$ cat src/include/osr_pkg.sv
`default_nettype none
package osr_pkg;
  // ****************************************************************
  // Register map (word indices, byte address = 4 * index)
  // ****************************************************************
  localparam logic [17:0] ADDR_HI_ZERO  = 18'h00000;
  localparam logic [11:0] IDX_GLOBAL    = 12'h000;
  localparam logic [11:0] IDX_STATUS    = 12'h00F;
  localparam logic [3:0]  PAGE_MUX01    = 4'h1;
  localparam logic [3:0]  PAGE_MUX23    = 4'h4;
  localparam logic [7:0]  OFF_SLOT01    = 8'h01;
  localparam logic [7:0]  OFF_SLOT67    = 8'h04;
  localparam logic [7:0]  OFF_SER_FIRST = 8'h06;
  localparam logic [7:0]  OFF_SER_LAST  = 8'h08;
  localparam int          MUXES         = 2;
  localparam int          CHANS         = 4;
  localparam int          SLOT_REGS     = 4;
  localparam int          SER_WORDS     = 3;
  // ****************************************************************
  // Field positions and masks
  // ****************************************************************
  localparam int BYTE_LO_LSB     = 0;
  localparam int BYTE_HI_LSB     = 4;
  localparam int EN_FIRST_BIT    = 8;
  localparam int EN_SECOND_BIT   = 9;
  localparam int FSYNC_BIT       = 10;
  localparam int UPPER_FIELD_LSB = 16;
  localparam int INVERT_BIT      = 27;
  localparam int TSRC_LSB        = 28;
  localparam int SERIAL_MODE_BIT = 31;
  localparam int SCLK_EN_BIT     = 29;
  localparam int SSYNC_POL_BIT   = 28;
  localparam int SSYNC_POS_LSB   = 24;
  localparam int SD1_MASK_LSB    = 16;
  localparam int SD2_MASK_LSB    = 12;
  localparam logic [31:0] RST_WORD      = 32'h00000000;
  localparam logic [31:0] SLOT_MASK     = 32'h07FF07FF;
  localparam logic [31:0] SLOT01_MASK   = 32'h3FFF07FF;
  localparam logic [31:0] GLOBAL_MASK   = 32'h80000000;
  localparam logic [31:0] SER_CTRL_MASK = 32'h330FF000;
  localparam logic [31:0] FULL_MASK     = 32'hFFFFFFFF;
  // ****************************************************************
  // Timing and sequencing
  // ****************************************************************
  localparam logic [1:0] SCLK_HALF_M1  = 2'h1;
  localparam logic [4:0] SER_DATA_BITS = 5'h10;
  localparam logic [4:0] SER_LAST_POS  = 5'h10;
  localparam logic [4:0] SER_FIRST_EARLY = 5'h01;
  localparam logic [4:0] SER_POS_ZERO  = 5'h00;
  localparam logic [2:0] SLOT_LAST     = 3'h7;
  localparam logic [1:0] FIFO_DEPTH    = 2'h2;
  typedef enum logic {SEQ_IDLE, SEQ_RUN} osr_seq_t;
endpackage : osr_pkg
`default_nettype wire

$ cat src/logic/osr_router.sv
// Operation
// - Slots four/five word: slot five field 26:16, slot four field 10:0, rest zero.
// - Slots six/seven word: slot seven field 26:16, slot six field 10:0.
// - Selector codes 0-7 pick I, Q, then gain bytes of the lower channel.
// - Selector top bit picks the upper channel; pairs are channels 0/1 and 2/3.
// - Global bit 31 turns the fourth parallel bus into serial outputs.
// - Serial channel owns four bus bits: clock, sync, data one, data two.
// - One shared generator makes all four serial bit clocks.
// - Each serial bit clock output has its own enable.
// - Serial words go out most significant bit first.
// - Serial control: three words at offsets 06h-08h in a one-hot channel page.
// - Slot field bits 3:0 pick low byte, bits 7:4 pick high byte.
// - Slot bit 8 drives the mux's first bus (A or B), bit 9 its second bus (C or D), bit 10 frame sync.
// - Slot counter restarts on a new sample from the timing-source channel.
// - Invert bit drives the ones complement of the routed word.
`default_nettype none
module osr_router
  import osr_pkg::*;
(
  input  wire logic        pclk,
  input  wire logic        presetn,
  input  wire logic        ce,
  input  wire logic        psel,
  input  wire logic        penable,
  input  wire logic        pwrite,
  input  wire logic [31:0] paddr,
  input  wire logic [31:0] pwdata,
  output logic             pready,
  output logic [31:0]      prdata,
  output logic             pslverr,
  input  wire logic        smp_valid,
  output logic             smp_ready,
  input  wire logic [1:0]  smp_chan,
  input  wire logic [23:0] smp_i,
  input  wire logic [23:0] smp_q,
  input  wire logic [15:0] smp_gain,
  input  wire logic        sink_ready,
  output logic [15:0]      bus_a_data,
  output logic             bus_a_oe,
  output logic             parallel_frame_sync_a,
  output logic [15:0]      bus_b_data,
  output logic             bus_b_oe,
  output logic             parallel_frame_sync_b,
  output logic [15:0]      bus_c_data,
  output logic             bus_c_oe,
  output logic             parallel_frame_sync_c,
  output logic [15:0]      bus_d_data,
  output logic             bus_d_oe,
  output logic             parallel_frame_sync_d
);

  // ****************************************************************
  // Functions
  // ****************************************************************
  // Slot register decode: {hit, mux, register}
  function automatic logic [3:0] osr_slot_dec(input logic [11:0] idx);
    logic [7:0] off;
    off = idx[7:0];
    osr_slot_dec = 4'h0;
    if (off >= OFF_SLOT01 && off <= OFF_SLOT67) begin
      if (idx[11:8] == PAGE_MUX01) begin
        osr_slot_dec = {2'b10, 2'(off - OFF_SLOT01)};
      end else if (idx[11:8] == PAGE_MUX23) begin
        osr_slot_dec = {2'b11, 2'(off - OFF_SLOT01)};
      end
    end
  endfunction : osr_slot_dec

  // Serial control decode from one-hot page: {hit, channel, word}
  function automatic logic [4:0] osr_ser_dec(input logic [11:0] idx);
    logic [7:0] off;
    logic [1:0] ch;
    logic       ok;
    off = idx[7:0];
    ok  = 1'b1;
    ch  = 2'h0;
    unique case (idx[11:8])
      4'h1:    ch = 2'h0;
      4'h2:    ch = 2'h1;
      4'h4:    ch = 2'h2;
      4'h8:    ch = 2'h3;
      default: ok = 1'b0;
    endcase
    if (off < OFF_SER_FIRST || off > OFF_SER_LAST) begin
      ok = 1'b0;
    end
    osr_ser_dec = {ok, ch, 2'(off - OFF_SER_FIRST)};
  endfunction : osr_ser_dec

  // Byte pick from a channel pair; bundle is {I, Q, gain}
  function automatic logic [7:0] osr_pick(input logic [3:0]  code,
                                         input logic [63:0] lo,
                                         input logic [63:0] hi);
    logic [63:0] b;
    b = code[3] ? hi : lo;
    unique case (code[2:0])
      3'h0: osr_pick = b[63:56];
      3'h1: osr_pick = b[55:48];
      3'h2: osr_pick = b[47:40];
      3'h3: osr_pick = b[39:32];
      3'h4: osr_pick = b[31:24];
      3'h5: osr_pick = b[23:16];
      3'h6: osr_pick = b[15:8];
      3'h7: osr_pick = b[7:0];
    endcase
  endfunction : osr_pick

  // ****************************************************************
  // Storage
  // ****************************************************************
  logic [31:0] global_q;
  logic [31:0] slot_q [MUXES][SLOT_REGS];
  logic [31:0] ser_q  [CHANS][SER_WORDS];
  logic [63:0] chan_smp_q [CHANS];
  logic [65:0] fifo_q [2];
  logic        wr_ptr_q;
  logic        rd_ptr_q;
  logic [1:0]  fifo_cnt_q;
  logic        smp_ready_q;
  logic        pready_q;
  logic [31:0] prdata_q;
  logic        pslverr_q;
  osr_seq_t    seq_q  [MUXES];
  logic [2:0]  slot_cnt_q [MUXES];
  logic [15:0] bus_data_q [4];
  logic        bus_oe_q   [4];
  logic        fsync_q    [4];
  logic [1:0]  div_q;
  logic        sclk_q;
  logic        ser_pend_q [CHANS];
  logic        ser_act_q  [CHANS];
  logic [4:0]  ser_pos_q  [CHANS];
  logic [15:0] sh1_q      [CHANS];
  logic [15:0] sh2_q      [CHANS];
  logic [31:0] rd_val;
  logic        rd_hit;
  logic [11:0] idx;
  logic [3:0]  sdec;
  logic [4:0]  cdec;
  logic        wr_en;
  logic        push;
  logic        pop;
  logic [65:0] head;
  logic        tick;
  logic        serial_mode;
  logic [15:0] ser_word;

  assign idx         = paddr[13:2];
  assign sdec        = osr_slot_dec(idx);
  assign cdec        = osr_ser_dec(idx);
  assign wr_en       = psel & penable & pready_q & pwrite & rd_hit;
  assign serial_mode = global_q[SERIAL_MODE_BIT];
  assign push        = smp_valid & smp_ready_q;
  assign pop         = (fifo_cnt_q != 2'h0) & sink_ready;
  assign head        = fifo_q[rd_ptr_q];
  assign tick        = sclk_q & (div_q == SCLK_HALF_M1);

  // ****************************************************************
  // APB slave
  // ****************************************************************
  // Register read decode
  always_comb begin
    rd_val = RST_WORD;
    rd_hit = 1'b0;
    if (paddr[31:14] == ADDR_HI_ZERO && paddr[1:0] == 2'b00) begin
      if (idx == IDX_GLOBAL) begin
        rd_hit = 1'b1;
        rd_val = global_q;
      end else if (idx == IDX_STATUS) begin
        rd_hit = 1'b1;
        rd_val = {16'h0000, serial_mode, seq_q[1] == SEQ_RUN, seq_q[0] == SEQ_RUN,
                  slot_cnt_q[1], slot_cnt_q[0], ser_act_q[3], ser_act_q[2],
                  ser_act_q[1], ser_act_q[0], 1'b0, fifo_cnt_q};
      end else if (sdec[3]) begin
        rd_hit = 1'b1;
        rd_val = slot_q[sdec[2]][sdec[1:0]];
      end else if (cdec[4]) begin
        rd_hit = 1'b1;
        rd_val = ser_q[cdec[3:2]][cdec[1:0]];
      end
    end
  end

  // One wait state, registered answer
  always_ff @(posedge pclk or negedge presetn) begin
    if (!presetn) begin
      pready_q  <= 1'b0;
      prdata_q  <= RST_WORD;
      pslverr_q <= 1'b0;
    end else if (ce) begin
      if (psel && penable && !pready_q) begin
        pready_q  <= 1'b1;
        prdata_q  <= pwrite ? RST_WORD : rd_val;
        pslverr_q <= !rd_hit;
      end else begin
        pready_q  <= 1'b0;
        pslverr_q <= 1'b0;
      end
    end
  end

  // Register writes, reserved bits forced to zero
  always_ff @(posedge pclk or negedge presetn) begin
    if (!presetn) begin
      global_q <= RST_WORD;
      for (int m = 0; m < MUXES; m++) begin
        for (int r = 0; r < SLOT_REGS; r++) begin
          slot_q[m][r] <= RST_WORD;
        end
      end
      for (int c = 0; c < CHANS; c++) begin
        for (int w = 0; w < SER_WORDS; w++) begin
          ser_q[c][w] <= RST_WORD;
        end
      end
    end else if (ce && wr_en) begin
      if (idx == IDX_GLOBAL) begin
        global_q <= pwdata & GLOBAL_MASK;
      end else if (sdec[3]) begin
        slot_q[sdec[2]][sdec[1:0]] <=
          pwdata & ((sdec[1:0] == 2'h0) ? SLOT01_MASK : SLOT_MASK);
      end else if (cdec[4]) begin
        ser_q[cdec[3:2]][cdec[1:0]] <=
          pwdata & ((cdec[1:0] == 2'h0) ? SER_CTRL_MASK : FULL_MASK);
      end
    end
  end

  // ****************************************************************
  // Sample buffer
  // ****************************************************************
  // Two-entry FIFO; sink_ready low stalls it and back-pressures the source
  always_ff @(posedge pclk or negedge presetn) begin
    if (!presetn) begin
      fifo_q[0]   <= 66'h0;
      fifo_q[1]   <= 66'h0;
      wr_ptr_q    <= 1'b0;
      rd_ptr_q    <= 1'b0;
      fifo_cnt_q  <= 2'h0;
      smp_ready_q <= 1'b0;
    end else if (ce) begin
      if (push) begin
        fifo_q[wr_ptr_q] <= {smp_chan, smp_i, smp_q, smp_gain};
        wr_ptr_q         <= ~wr_ptr_q;
      end
      if (pop) begin
        rd_ptr_q <= ~rd_ptr_q;
      end
      fifo_cnt_q  <= 2'(fifo_cnt_q + {1'b0, push} - {1'b0, pop});
      smp_ready_q <= 2'(fifo_cnt_q + {1'b0, push} - {1'b0, pop}) < FIFO_DEPTH;
    end
  end

  // Latch the newest sample of each channel
  always_ff @(posedge pclk or negedge presetn) begin
    if (!presetn) begin
      for (int c = 0; c < CHANS; c++) begin
        chan_smp_q[c] <= 64'h0;
      end
    end else if (ce && pop) begin
      chan_smp_q[head[65:64]] <= head[63:0];
    end
  end

  // ****************************************************************
  // Slot sequencers
  // ****************************************************************
  // Restart on timing-source sample, then walk slots zero to seven
  always_ff @(posedge pclk or negedge presetn) begin
    if (!presetn) begin
      for (int m = 0; m < MUXES; m++) begin
        seq_q[m]      <= SEQ_IDLE;
        slot_cnt_q[m] <= 3'h0;
      end
    end else if (ce) begin
      for (int m = 0; m < MUXES; m++) begin
        if (pop && head[65:64] == slot_q[m][0][TSRC_LSB +: 2]) begin
          seq_q[m]      <= SEQ_RUN;
          slot_cnt_q[m] <= 3'h0;
        end else begin
          unique case (seq_q[m])
            SEQ_IDLE: seq_q[m] <= SEQ_IDLE;
            SEQ_RUN: begin
              slot_cnt_q[m] <= 3'(slot_cnt_q[m] + 3'h1);
              if (slot_cnt_q[m] == SLOT_LAST) begin
                seq_q[m] <= SEQ_IDLE;
              end
            end
          endcase
        end
      end
    end
  end

  // Parallel bus drive; mux 0 feeds buses A/C, mux 1 feeds B/D
  always_ff @(posedge pclk or negedge presetn) begin
    if (!presetn) begin
      for (int b = 0; b < 4; b++) begin
        bus_data_q[b] <= 16'h0000;
        bus_oe_q[b]   <= 1'b0;
        fsync_q[b]    <= 1'b0;
      end
    end else if (ce) begin
      for (int m = 0; m < MUXES; m++) begin
        logic [31:0] word;
        logic [10:0] fld;
        logic [15:0] val;
        logic        run;
        word = slot_q[m][slot_cnt_q[m][2:1]];
        fld  = slot_cnt_q[m][0] ? word[UPPER_FIELD_LSB +: 11] : word[10:0];
        val  = {osr_pick(fld[BYTE_HI_LSB +: 4], chan_smp_q[2*m], chan_smp_q[2*m+1]),
                osr_pick(fld[BYTE_LO_LSB +: 4], chan_smp_q[2*m], chan_smp_q[2*m+1])};
        if (slot_q[m][0][INVERT_BIT]) begin
          val = ~val;
        end
        run = (seq_q[m] == SEQ_RUN);
        bus_data_q[m]   <= val;
        bus_oe_q[m]     <= run & fld[EN_FIRST_BIT];
        fsync_q[m]      <= run & fld[EN_FIRST_BIT] & fld[FSYNC_BIT];
        if (m == 1 && serial_mode) begin
          bus_data_q[3] <= ser_word;
          bus_oe_q[3]   <= 1'b1;
          fsync_q[3]    <= 1'b0;
        end else begin
          bus_data_q[m+2] <= val;
          bus_oe_q[m+2]   <= run & fld[EN_SECOND_BIT];
          fsync_q[m+2]    <= run & fld[EN_SECOND_BIT] & fld[FSYNC_BIT];
        end
      end
    end
  end

  // ****************************************************************
  // Serial ports
  // ****************************************************************
  // Shared bit clock generator
  always_ff @(posedge pclk or negedge presetn) begin
    if (!presetn) begin
      div_q  <= 2'h0;
      sclk_q <= 1'b0;
    end else if (ce) begin
      if (div_q == SCLK_HALF_M1) begin
        div_q  <= 2'h0;
        sclk_q <= ~sclk_q;
      end else begin
        div_q <= 2'(div_q + 2'h1);
      end
    end
  end

  // Per-channel word shifters, advanced on the falling bit clock
  always_ff @(posedge pclk or negedge presetn) begin
    if (!presetn) begin
      for (int c = 0; c < CHANS; c++) begin
        ser_pend_q[c] <= 1'b0;
        ser_act_q[c]  <= 1'b0;
        ser_pos_q[c]  <= 5'h00;
        sh1_q[c]      <= 16'h0000;
        sh2_q[c]      <= 16'h0000;
      end
    end else if (ce) begin
      for (int c = 0; c < CHANS; c++) begin
        logic [4:0] first;
        first = (ser_q[c][0][SSYNC_POS_LSB +: 2] == 2'b00) ? SER_FIRST_EARLY : SER_POS_ZERO;
        if (pop && serial_mode && head[65:64] == 2'(c)) begin
          ser_pend_q[c] <= 1'b1;
          sh1_q[c]      <= head[63:48];
          sh2_q[c]      <= head[39:24];
        end else if (tick) begin
          if (ser_pend_q[c]) begin
            ser_pend_q[c] <= 1'b0;
            ser_act_q[c]  <= 1'b1;
            ser_pos_q[c]  <= SER_POS_ZERO;
          end else if (ser_act_q[c]) begin
            ser_pos_q[c] <= 5'(ser_pos_q[c] + 5'h01);
            if (ser_pos_q[c] >= first) begin
              sh1_q[c] <= {sh1_q[c][14:0], 1'b0};
              sh2_q[c] <= {sh2_q[c][14:0], 1'b0};
            end
            if (ser_pos_q[c] == SER_LAST_POS) begin
              ser_act_q[c] <= 1'b0;
            end
          end
        end
      end
    end
  end

  // Pin word: gated data and syncs ORed across channels, then polarity
  always_comb begin
    logic [3:0] sd1;
    logic [3:0] sd2;
    logic [3:0] syn;
    logic [3:0] o1;
    logic [3:0] o2;
    logic [3:0] os;
    logic [4:0] first;
    sd1   = 4'h0;
    sd2   = 4'h0;
    syn   = 4'h0;
    o1    = 4'h0;
    o2    = 4'h0;
    os    = 4'h0;
    first = SER_POS_ZERO;
    ser_word = 16'h0000;
    for (int c = 0; c < CHANS; c++) begin
      first = (ser_q[c][0][SSYNC_POS_LSB +: 2] == 2'b00) ? SER_FIRST_EARLY : SER_POS_ZERO;
      if (ser_act_q[c] && ser_pos_q[c] >= first &&
          ser_pos_q[c] < 5'(first + SER_DATA_BITS)) begin
        sd1[c] = sh1_q[c][15];
        sd2[c] = sh2_q[c][15];
      end
      syn[c] = ser_act_q[c] && (ser_pos_q[c] ==
               ((ser_q[c][0][SSYNC_POS_LSB +: 2] == 2'b01) ? SER_LAST_POS : SER_POS_ZERO));
    end
    for (int k = 0; k < CHANS; k++) begin
      for (int c = 0; c < CHANS; c++) begin
        o1[k] = o1[k] | (sd1[c] & ser_q[c][0][SD1_MASK_LSB + k]);
        o2[k] = o2[k] | (sd2[c] & ser_q[c][0][SD2_MASK_LSB + k]);
        os[k] = os[k] | (syn[c] & ser_q[c][0][SD1_MASK_LSB + k]);
      end
      ser_word[4*k]   = sclk_q & ser_q[k][0][SCLK_EN_BIT];
      ser_word[4*k+1] = os[k] ^ ser_q[k][0][SSYNC_POL_BIT];
      ser_word[4*k+2] = o1[k];
      ser_word[4*k+3] = o2[k];
    end
  end

  // ****************************************************************
  // Outputs
  // ****************************************************************
  assign pready                = pready_q;
  assign prdata                = prdata_q;
  assign pslverr               = pslverr_q;
  assign smp_ready             = smp_ready_q;
  assign bus_a_data            = bus_data_q[0];
  assign bus_a_oe              = bus_oe_q[0];
  assign parallel_frame_sync_a = fsync_q[0];
  assign bus_b_data            = bus_data_q[1];
  assign bus_b_oe              = bus_oe_q[1];
  assign parallel_frame_sync_b = fsync_q[1];
  assign bus_c_data            = bus_data_q[2];
  assign bus_c_oe              = bus_oe_q[2];
  assign parallel_frame_sync_c = fsync_q[2];
  assign bus_d_data            = bus_data_q[3];
  assign bus_d_oe              = bus_oe_q[3];
  assign parallel_frame_sync_d = fsync_q[3];

endmodule : osr_router
`default_nettype wire

$ cat config.mk
export PLATFORM = sky130hd
export DESIGN_NAME = osr_router
export DESIGN_NICKNAME = d
export VERILOG_FILES = /design/src/include/osr_pkg.sv /design/src/logic/osr_router.sv
export SDC_FILE = /design/constraint.sdc
export NUM_CORES = 2
export LEC_CHECK = 0
export ABC_AREA = 1
export BUFFER_PORTS_ARGS = -buffer_cell sky130_fd_sc_hd__clkbuf_2
export CORE_UTILIZATION = 50
export DETAILED_ROUTE_END_ITERATION = 8
export GPL_TIMING_DRIVEN = 0
export PLACE_DENSITY = 0.65
export SLEW_MARGIN = 15
export SYNTH_ARGS = -nofsm -noshare
export SYNTH_HDL_FRONTEND = slang
export SYNTH_SLANG_ARGS = --single-unit
$ cat constraint.sdc
create_clock -name pclk -period 2.5 [get_ports pclk]
set_input_delay 0.5 -clock pclk [delete_from_list [all_inputs] [get_ports pclk]]
set_output_delay 0.5 -clock pclk [all_outputs]
set_load 0.01 [all_outputs]
======== After elaboration in Yosys (flattened, before gate mapping) ========
Cells that the tools add are included.
storage, ports and cells
  bits in registers ....................... 1291
  bits of input ports ..................... 138
  output and inout port bits .............. 107
cells by class
  $add $sub $neg .......................... 15
  magnitude comparators ................... 28
  eq/ne operators ......................... 57
  mux-type cells .......................... 169
  bitwise operators ....................... 131
  reduce and logical (&&, ||, !) cells .... 93
operator list
  operator            count
  $mux 16             43
  $bwmux 256          2
  $mux 128            4
  $mux 32             13
  $bwmux 384          1
  $mux 64             5
  $mux 96             3
  $mux 66             4
  $bmux 32 s2         4
  $pmux 8 s8          4
  $bmux 96 s2         1
  $demux 96 s2        1
  $bwmux 132          1
  $demux 128 s1       1
  $demux 32 s2        2
  $demux 64 s2        1
  $mux 27             4
  $and 1x1->1         67
  $demux 66 s1        1
  $mux 5              12
  $eq 3x3->1 const B  18
  $mux 1              44
  $reduce_bool 2->1   19
  $or 1x1->1          36
  other kinds (59)    202

======== Depth between registers and ports, before layout ========
  depth in word-level cells ............... 16
  depth in mapped cells ................... 22

======== Worst setup path after synthesis ========
OpenSTA, ideal clock, no wires.
  path type ............................... input-to-reg
  start ................................... input port paddr[2]
  end ..................................... register ser_q[289] in the netlist's numbering
  setup time .............................. 117 ps
  arrival time ............................ 3314 ps
  required time ........................... 2383 ps
  slack ................................... -931 ps
  stages .................................. 17
  cells stage by stage .................... clkbuf_1 > inv_2 > clkbuf_1 > clkbuf_1 > ha_1 > inv_1 > nor2_1 > inv_1 > a211oi_1 > o21ai_1 > nor2_1 > nand3_2 > nor2_4 > nand2_1 > clkbuf_1 > nand2_1 > nand2_1
on the way
  cells in the longest elaborated chain, start to end .. 11
  elaborated cells on any way between the ends .. 33
  classes of those cells .................. add/sub: 1; order compare: 6; eq/ne: 1; mux: 13; bitwise: 5; reduce/logical: 7
ends and longest elaborated chain
  element                                   line               source
  from (decl)                               osr_router.sv:26   input wire logic [31:0] paddr,
  $lt 8x3->1 or $gt 8x4->1 (tied branches)  osr_router.sv:84   if (off < OFF_SER_FIRST || off > OFF_SER_LAST) begin
  $logic_or 1x1->1                          osr_router.sv:84
  $mux 1                                    osr_router.sv:84
  $mux 1                                    osr_router.sv:177  end else if (cdec[4]) begin
  $mux 1                                    osr_router.sv:174  end else if (sdec[3]) begin
  $mux 1                                    osr_router.sv:169  end else if (idx == IDX_STATUS) begin
  $mux 1                                    osr_router.sv:166  if (idx == IDX_GLOBAL) begin
  $mux 1                                    osr_router.sv:165  if (paddr[31:14] == ADDR_HI_ZERO && paddr[1:0] == 2'b00) begin
  $and 1x1->1                               osr_router.sv:151  assign wr_en = psel & penable & pready_q & pwrite & rd_hit;
  $logic_and 1x1->1                         osr_router.sv:216  end else if (ce && wr_en) begin
  $reduce_and 4->1 (no source line)         -
  to (signal, indexed assignment)           osr_router.sv:223  ser_q[cdec[3:2]][cdec[1:0]] <=
  to (decl)                                 osr_router.sv:113  logic [31:0] ser_q [CHANS][SER_WORDS];
Several ways; a longest one is shown, not always the timed one.
A chain may end at the register's enable or synchronous reset.

======== Final worst setup path ========
  start ................................... register slot_cnt_q[1] in the netlist's numbering
  end ..................................... register bus_data_q, in the netlist bus_d_data[1]
on the way
  cells in the longest elaborated chain, start to end .. 11
  elaborated cells on any way between the ends .. 19
  classes of those cells .................. eq/ne: 7; mux: 9; bitwise: 2; reduce/logical: 1
ends and longest elaborated chain
  element                                        line               source
  from (decl)                                    osr_router.sv:124  logic [2:0] slot_cnt_q [MUXES];
  from (signal, indexed assignment)              osr_router.sv:284  slot_cnt_q[m] <= 3'(slot_cnt_q[m] + 3'h1);
  $not 2->3 (not written as such) *              osr_router.sv:309  word = slot_q[m][slot_cnt_q[m][2:1]];
  $bmux 32 s2 *                                  osr_router.sv:309
  $mux 27 (not written as such) * (2 in series)  osr_router.sv:309
  $mux 11 *                                      osr_router.sv:310  fld = slot_cnt_q[m][0] ? word[UPPER_FIELD_LSB +: 11] : word[10:0];
  $eq 3x3->1 (tied with other cells)             osr_router.sv:96   unique case (code[2:0])
  $pmux 8 s8 *                                   osr_router.sv:96
  $mux 8 *                                       osr_router.sv:303  end else if (ce) begin
  $not 16->16                                    osr_router.sv:314  val = ~val;
  $mux 16 *                                      osr_router.sv:313  if (slot_q[m][0][INVERT_BIT]) begin
  $mux 16 *                                      osr_router.sv:320  if (m == 1 && serial_mode) begin
  to (signal, indexed assignment)                osr_router.sv:317  bus_data_q[m] <= val;
  to (signal, indexed assignment)                osr_router.sv:325  bus_data_q[m+2] <= val;
  to (decl)                                      osr_router.sv:125  logic [15:0] bus_data_q [4];
Mark *: on every way between the ends. The rest lies on a longest branch, timed or not. The select of a mux whose other input is x is not followed.

==> metrics <==
outcome complete, but fails checks; failing checks setup timing; final period utilization 110.6%; total cell area at the placement stage 67,320 um2; DRC violations left 0; data arrival time of the critical path 3.44 ns; number of global-route vias before repair 60,950; drt pass-1 iters 7; register clock-pin slew on the reported worst setup and hold paths 0.06 ns; unrepaired setup endpoints after global routing true; gr ovfl total 0; synthesis warning total 0; Critical Path Sink Type flip-flop; CP Launch Type flip-flop; final setup violating endpoints 75; Post-Synth Simple-Gate Area 30.34%; Core Area 124,400 um2; mux cell area share after synthesis 0%; Seq/Total Area, Yosys 49.02%; clock period minus worst slack 2.765 ns; clock buffers created by TritonCTS 139; pwr dens 1212 nW/um2; Sequential Power Share 28.6%; maximum frequency from static timing analysis 361.6 MHz; starting utilization of the core area 50.66%; Setup Slack @ Placement -2.834 ns; Net Count, Synth 8,789; first element of the critical path slot_cnt_q[1]; static leakage power 41.63 nW; critical path required time 3.17 ns; portion of total power attributed to the clock network 22.4%; largest net degree at the start of global routing 98; proportion of synthesized flip-flops having asynchronous set or reset 100.0%; H-tree lvl count 4; dominant register cell in the synthesized netlist sky130_fd_sc_hd__dfrtp_1; number of distinct library cells after synthesis 47; Final Hold Fails 0; clock skew after layout 0.05473 ns; number of vias after detailed routing 66,720; Combinational Power Share 49.0%; max-slew violation total from the final report 0; Vias per Instance 6.056; highest net fanout along the worst path 10; flops & latches, synth 1,235; Relative slew margins 12.56%; logic depth of the worst register-to-register path 19; Worst R2R Setup Slack -0.27 ns; worst hold start smp_gain[2]; total routing usage reported by global routing 44.69%; overall die area 127,500 um2; residual antenna-violating net count after detailed routing 0; commonest cells after routing, fill and taps aside sky130_fd_sc_hd__nand2_1 (2,789), sky130_fd_sc_hd__dfrtp_1 (1,231), sky130_fd_sc_hd__nand3_1 (767); share of the synthesized area in compound gates (AO/OA/AOI/OAI) 11.64%; path category of the worst min-delay check in -> reg; mapped cell area 63,050 um2; number of input and output port buffers inserted 235; Reg-to-Reg Start slot_cnt_q[1]; net switching power figure 44.67 mW; largest family of logic cells by synthesized area simple AND/OR/NAND/NOR gates; most common cell after layout, fill and taps aside sky130_fd_sc_hd__nand2_1; Final HPWL DP 211,300 um; Die Wd 357.1 um; total length of routed wires 292,600 um; final-stage net count 9,417; clock latency reported for the late side of the worst-skew pair 0.83 ns; standard-cell row count 129; ratio of cells with drive above 1 in the final layout 19.10%; worst ir drop on vdd 887.0 uV; cell area after layout 80,070 um2; Final Hold Slack 0.03192 ns; final weighted congestion in routability-driven placement 1.115; post-synth top area share 49.02%; library cell with the largest summed area after synthesis sky130_fd_sc_hd__dfrtp_1; first-pass GRT wire length 412,900 um; sw frac 46.04%; relative area change from synthesis to final layout 26.99%; post-detailed-route wirelength per cell 26.56 um; FF-to-FF End bus_d_data[1]; Post-Synth XOR/XNOR Area 0.2639%; transition time at the pin with the least slew margin 1.312 ns; die boundary height 357.1 um; PnR worst setup slack -0.2652 ns; critical path class reg -> reg; internal power contribution 52.35 mW; fill cell instance count of the final layout 11,090; buffers from clock root to sink, at most 3; number of instances in the synthesized netlist 8,629; clock sink total 1,235; number of DRC violations after detailed-routing iteration 0 9,647; post-route core utilization 64.34%; initial antenna violation count 14; max-cap violations 0; synthesized-area fraction occupied by adder cells 0.4366%; Avg Cell Area, Syn 7.307 um2; number of ports placed on the die boundary 245; number of flops mapped to enable cells by yosys 0; destination of the critical timing path bus_d_data[1]; CTS Root Cell sky130_fd_sc_hd__clkbuf_16; cell types with the largest area share after synthesis sky130_fd_sc_hd__dfrtp_1 (49%), sky130_fd_sc_hd__nand2_1 (19%), sky130_fd_sc_hd__nand3_1 (7.1%); CTS tree built
[logic make-up (layout without fill, tap and decap cells)]
logic type | Yosys count | count (layout)
fa+ha+maj | 22 | 22
compound gates | 1320 | 1320
flops | 1235 | 1235
simple gates | 4712 | 4715
other cells | 0 | 10
buf+inv | 1321 | 2059
xor+xnor | 19 | 19
[worst min path at each step]
stage                   to  slack [ns]  depth (start not counted)
2_1_floorplan     bus_a_oe        0.20                          0
3_3_place_gp    ser_q[248]        0.45                          2
3_5_place_dp    ser_q[341]        0.45                          2
4_1_cts          fifo_q[7]       0.008                          3
5_1_grt        fifo_q[115]        0.03                          3
6_report         fifo_q[2]        0.03                          3
[through the flow]
step | power, mW | cells | TNS [ns]
CTS | 89.15 | 10930 | -62.27
finish | 97.02 | 11020 | -9.282
detailed placement | 62.00 | 10520 | -1786.64
global route | 100.6 | 11010 | -11.32
floorplan | 46.87 | 8629 | -243.99
global placement | 61.57 | 10500 | -
[state kept, by name, indices dropped and copies added, names as in the netlist, 20 cells and up]
signal,cells
chan_smp_q,256
fifo_q,132
sh2_q,64
prdata,32
ser_q,384
slot_q,200
sh1_q,64
ser_pos_q,20
[critical path: stages, from the launching register on]
cell and delay (ns):
sky130_fd_sc_hd__dfrtp_2 0.48, sky130_fd_sc_hd__buf_8 0.18, sky130_fd_sc_hd__buf_12 0.16, sky130_fd_sc_hd__nand2_1 0.12, sky130_fd_sc_hd__nand3_4 0.12, sky130_fd_sc_hd__nand2_2 0.09, sky130_fd_sc_hd__nand2_2 0.06, sky130_fd_sc_hd__nand2_4 0.18
sky130_fd_sc_hd__nand2_4 0.10, sky130_fd_sc_hd__nor2_4 0.15, sky130_fd_sc_hd__buf_12 0.16, sky130_fd_sc_hd__nand2_2 0.06, sky130_fd_sc_hd__nand2_2 0.10, sky130_fd_sc_hd__nor2_2 0.05, sky130_fd_sc_hd__nand2_2 0.12, sky130_fd_sc_hd__nand2_2 0.09
sky130_fd_sc_hd__nand2_4 0.11, sky130_fd_sc_hd__nand3_4 0.12, sky130_fd_sc_hd__nand2_8 0.11, sky130_fd_sc_hd__nand2_2 0.05
[metal layers]
metal / vias up / global-route usage [%] / wire length, um
met5: - / 0 / 206
met4: 12 / 19.84 / 14570
met1: 32330 / 61.32 / 114300
li1: 29010 / - / -
met3: 824 / 17.48 / 44260
met2: 4547 / 62.12 / 119300
[timing repair]
action / 4_1_cts / 5_1_grt
pin swaps: 122 / 247
resized for setup: 865 / 867
endpoints found under the hold margin: 149 / 0
setup endpoints to repair: 1184 / 1194
gates cloned: 8 / 17
hold buffers: 54 / 0
setup buffers: 96 / 72
[Yosys cell counts (2+ instances only)]
cell type	number
sky130_fd_sc_hd__o2111ai_1	4
sky130_fd_sc_hd__nand3_1	897
sky130_fd_sc_hd__ha_1	22
sky130_fd_sc_hd__nand2_1	3151
sky130_fd_sc_hd__buf_1	43
sky130_fd_sc_hd__nor3_1	31
sky130_fd_sc_hd__o31ai_1	12
sky130_fd_sc_hd__nor2_2	6
sky130_fd_sc_hd__nor3_2	2
sky130_fd_sc_hd__nor4_1	5
sky130_fd_sc_hd__clkinv_1	8
sky130_fd_sc_hd__a221oi_1	5
sky130_fd_sc_hd__inv_2	12
sky130_fd_sc_hd__o22ai_1	83
sky130_fd_sc_hd__dfrtp_1	1235
sky130_fd_sc_hd__inv_1	758
sky130_fd_sc_hd__a32oi_1	2
sky130_fd_sc_hd__a21oi_1	167
sky130_fd_sc_hd__nand3_2	2
sky130_fd_sc_hd__o21ai_1	21
sky130_fd_sc_hd__nand4_1	36
sky130_fd_sc_hd__o21ai_0	756
sky130_fd_sc_hd__buf_4	48
sky130_fd_sc_hd__o211ai_1	129
sky130_fd_sc_hd__xor2_1	13
sky130_fd_sc_hd__a22oi_1	4
sky130_fd_sc_hd__a21oi_4	2
sky130_fd_sc_hd__o21a_1	3
sky130_fd_sc_hd__xnor2_1	6
sky130_fd_sc_hd__a31oi_1	119
sky130_fd_sc_hd__a211oi_1	4
sky130_fd_sc_hd__nor3b_1	4
sky130_fd_sc_hd__nor2_1	547
sky130_fd_sc_hd__buf_2	80
sky130_fd_sc_hd__or2_2	20
sky130_fd_sc_hd__a41oi_1	4
sky130_fd_sc_hd__nor2_4	6
sky130_fd_sc_hd__clkbuf_1	372
sky130_fd_sc_hd__o21ai_2	2
[final cells by class]
class                           count  area (um2)  share of cell area [%]
Sequential cell                  1235       30910                   38.61
Multi-Input combinational cell   6076       30490                   38.09
Timing Repair Buffer              493        4468                   5.580
Buffer                            534        4305                   5.377
Clock buffer                      203        4021                   5.023
Inverter                          778        3035                   3.791
Tap cell                         1637        2048                   2.558
Clock inverter                     51       758.2                  0.9470
Antenna cell                       10       25.02                 0.03125
[power groups by stage]
| stage | registers, mW | logic [mW] | clock network [mW] |
|---|---|---|---|
| after floorplan | 26.8 | 20.0 | 0 |
| after global placement | 27.9 | 33.7 | 0 |
| after detailed placement | 27.8 | 34.2 | 0 |
| after CTS | 27.5 | 40.0 | 21.7 |
| after global routing | 28.1 | 50.1 | 22.4 |
| final | 27.7 | 47.6 | 21.7 |
Note: power is estimated with default switching activity, not from simulation.
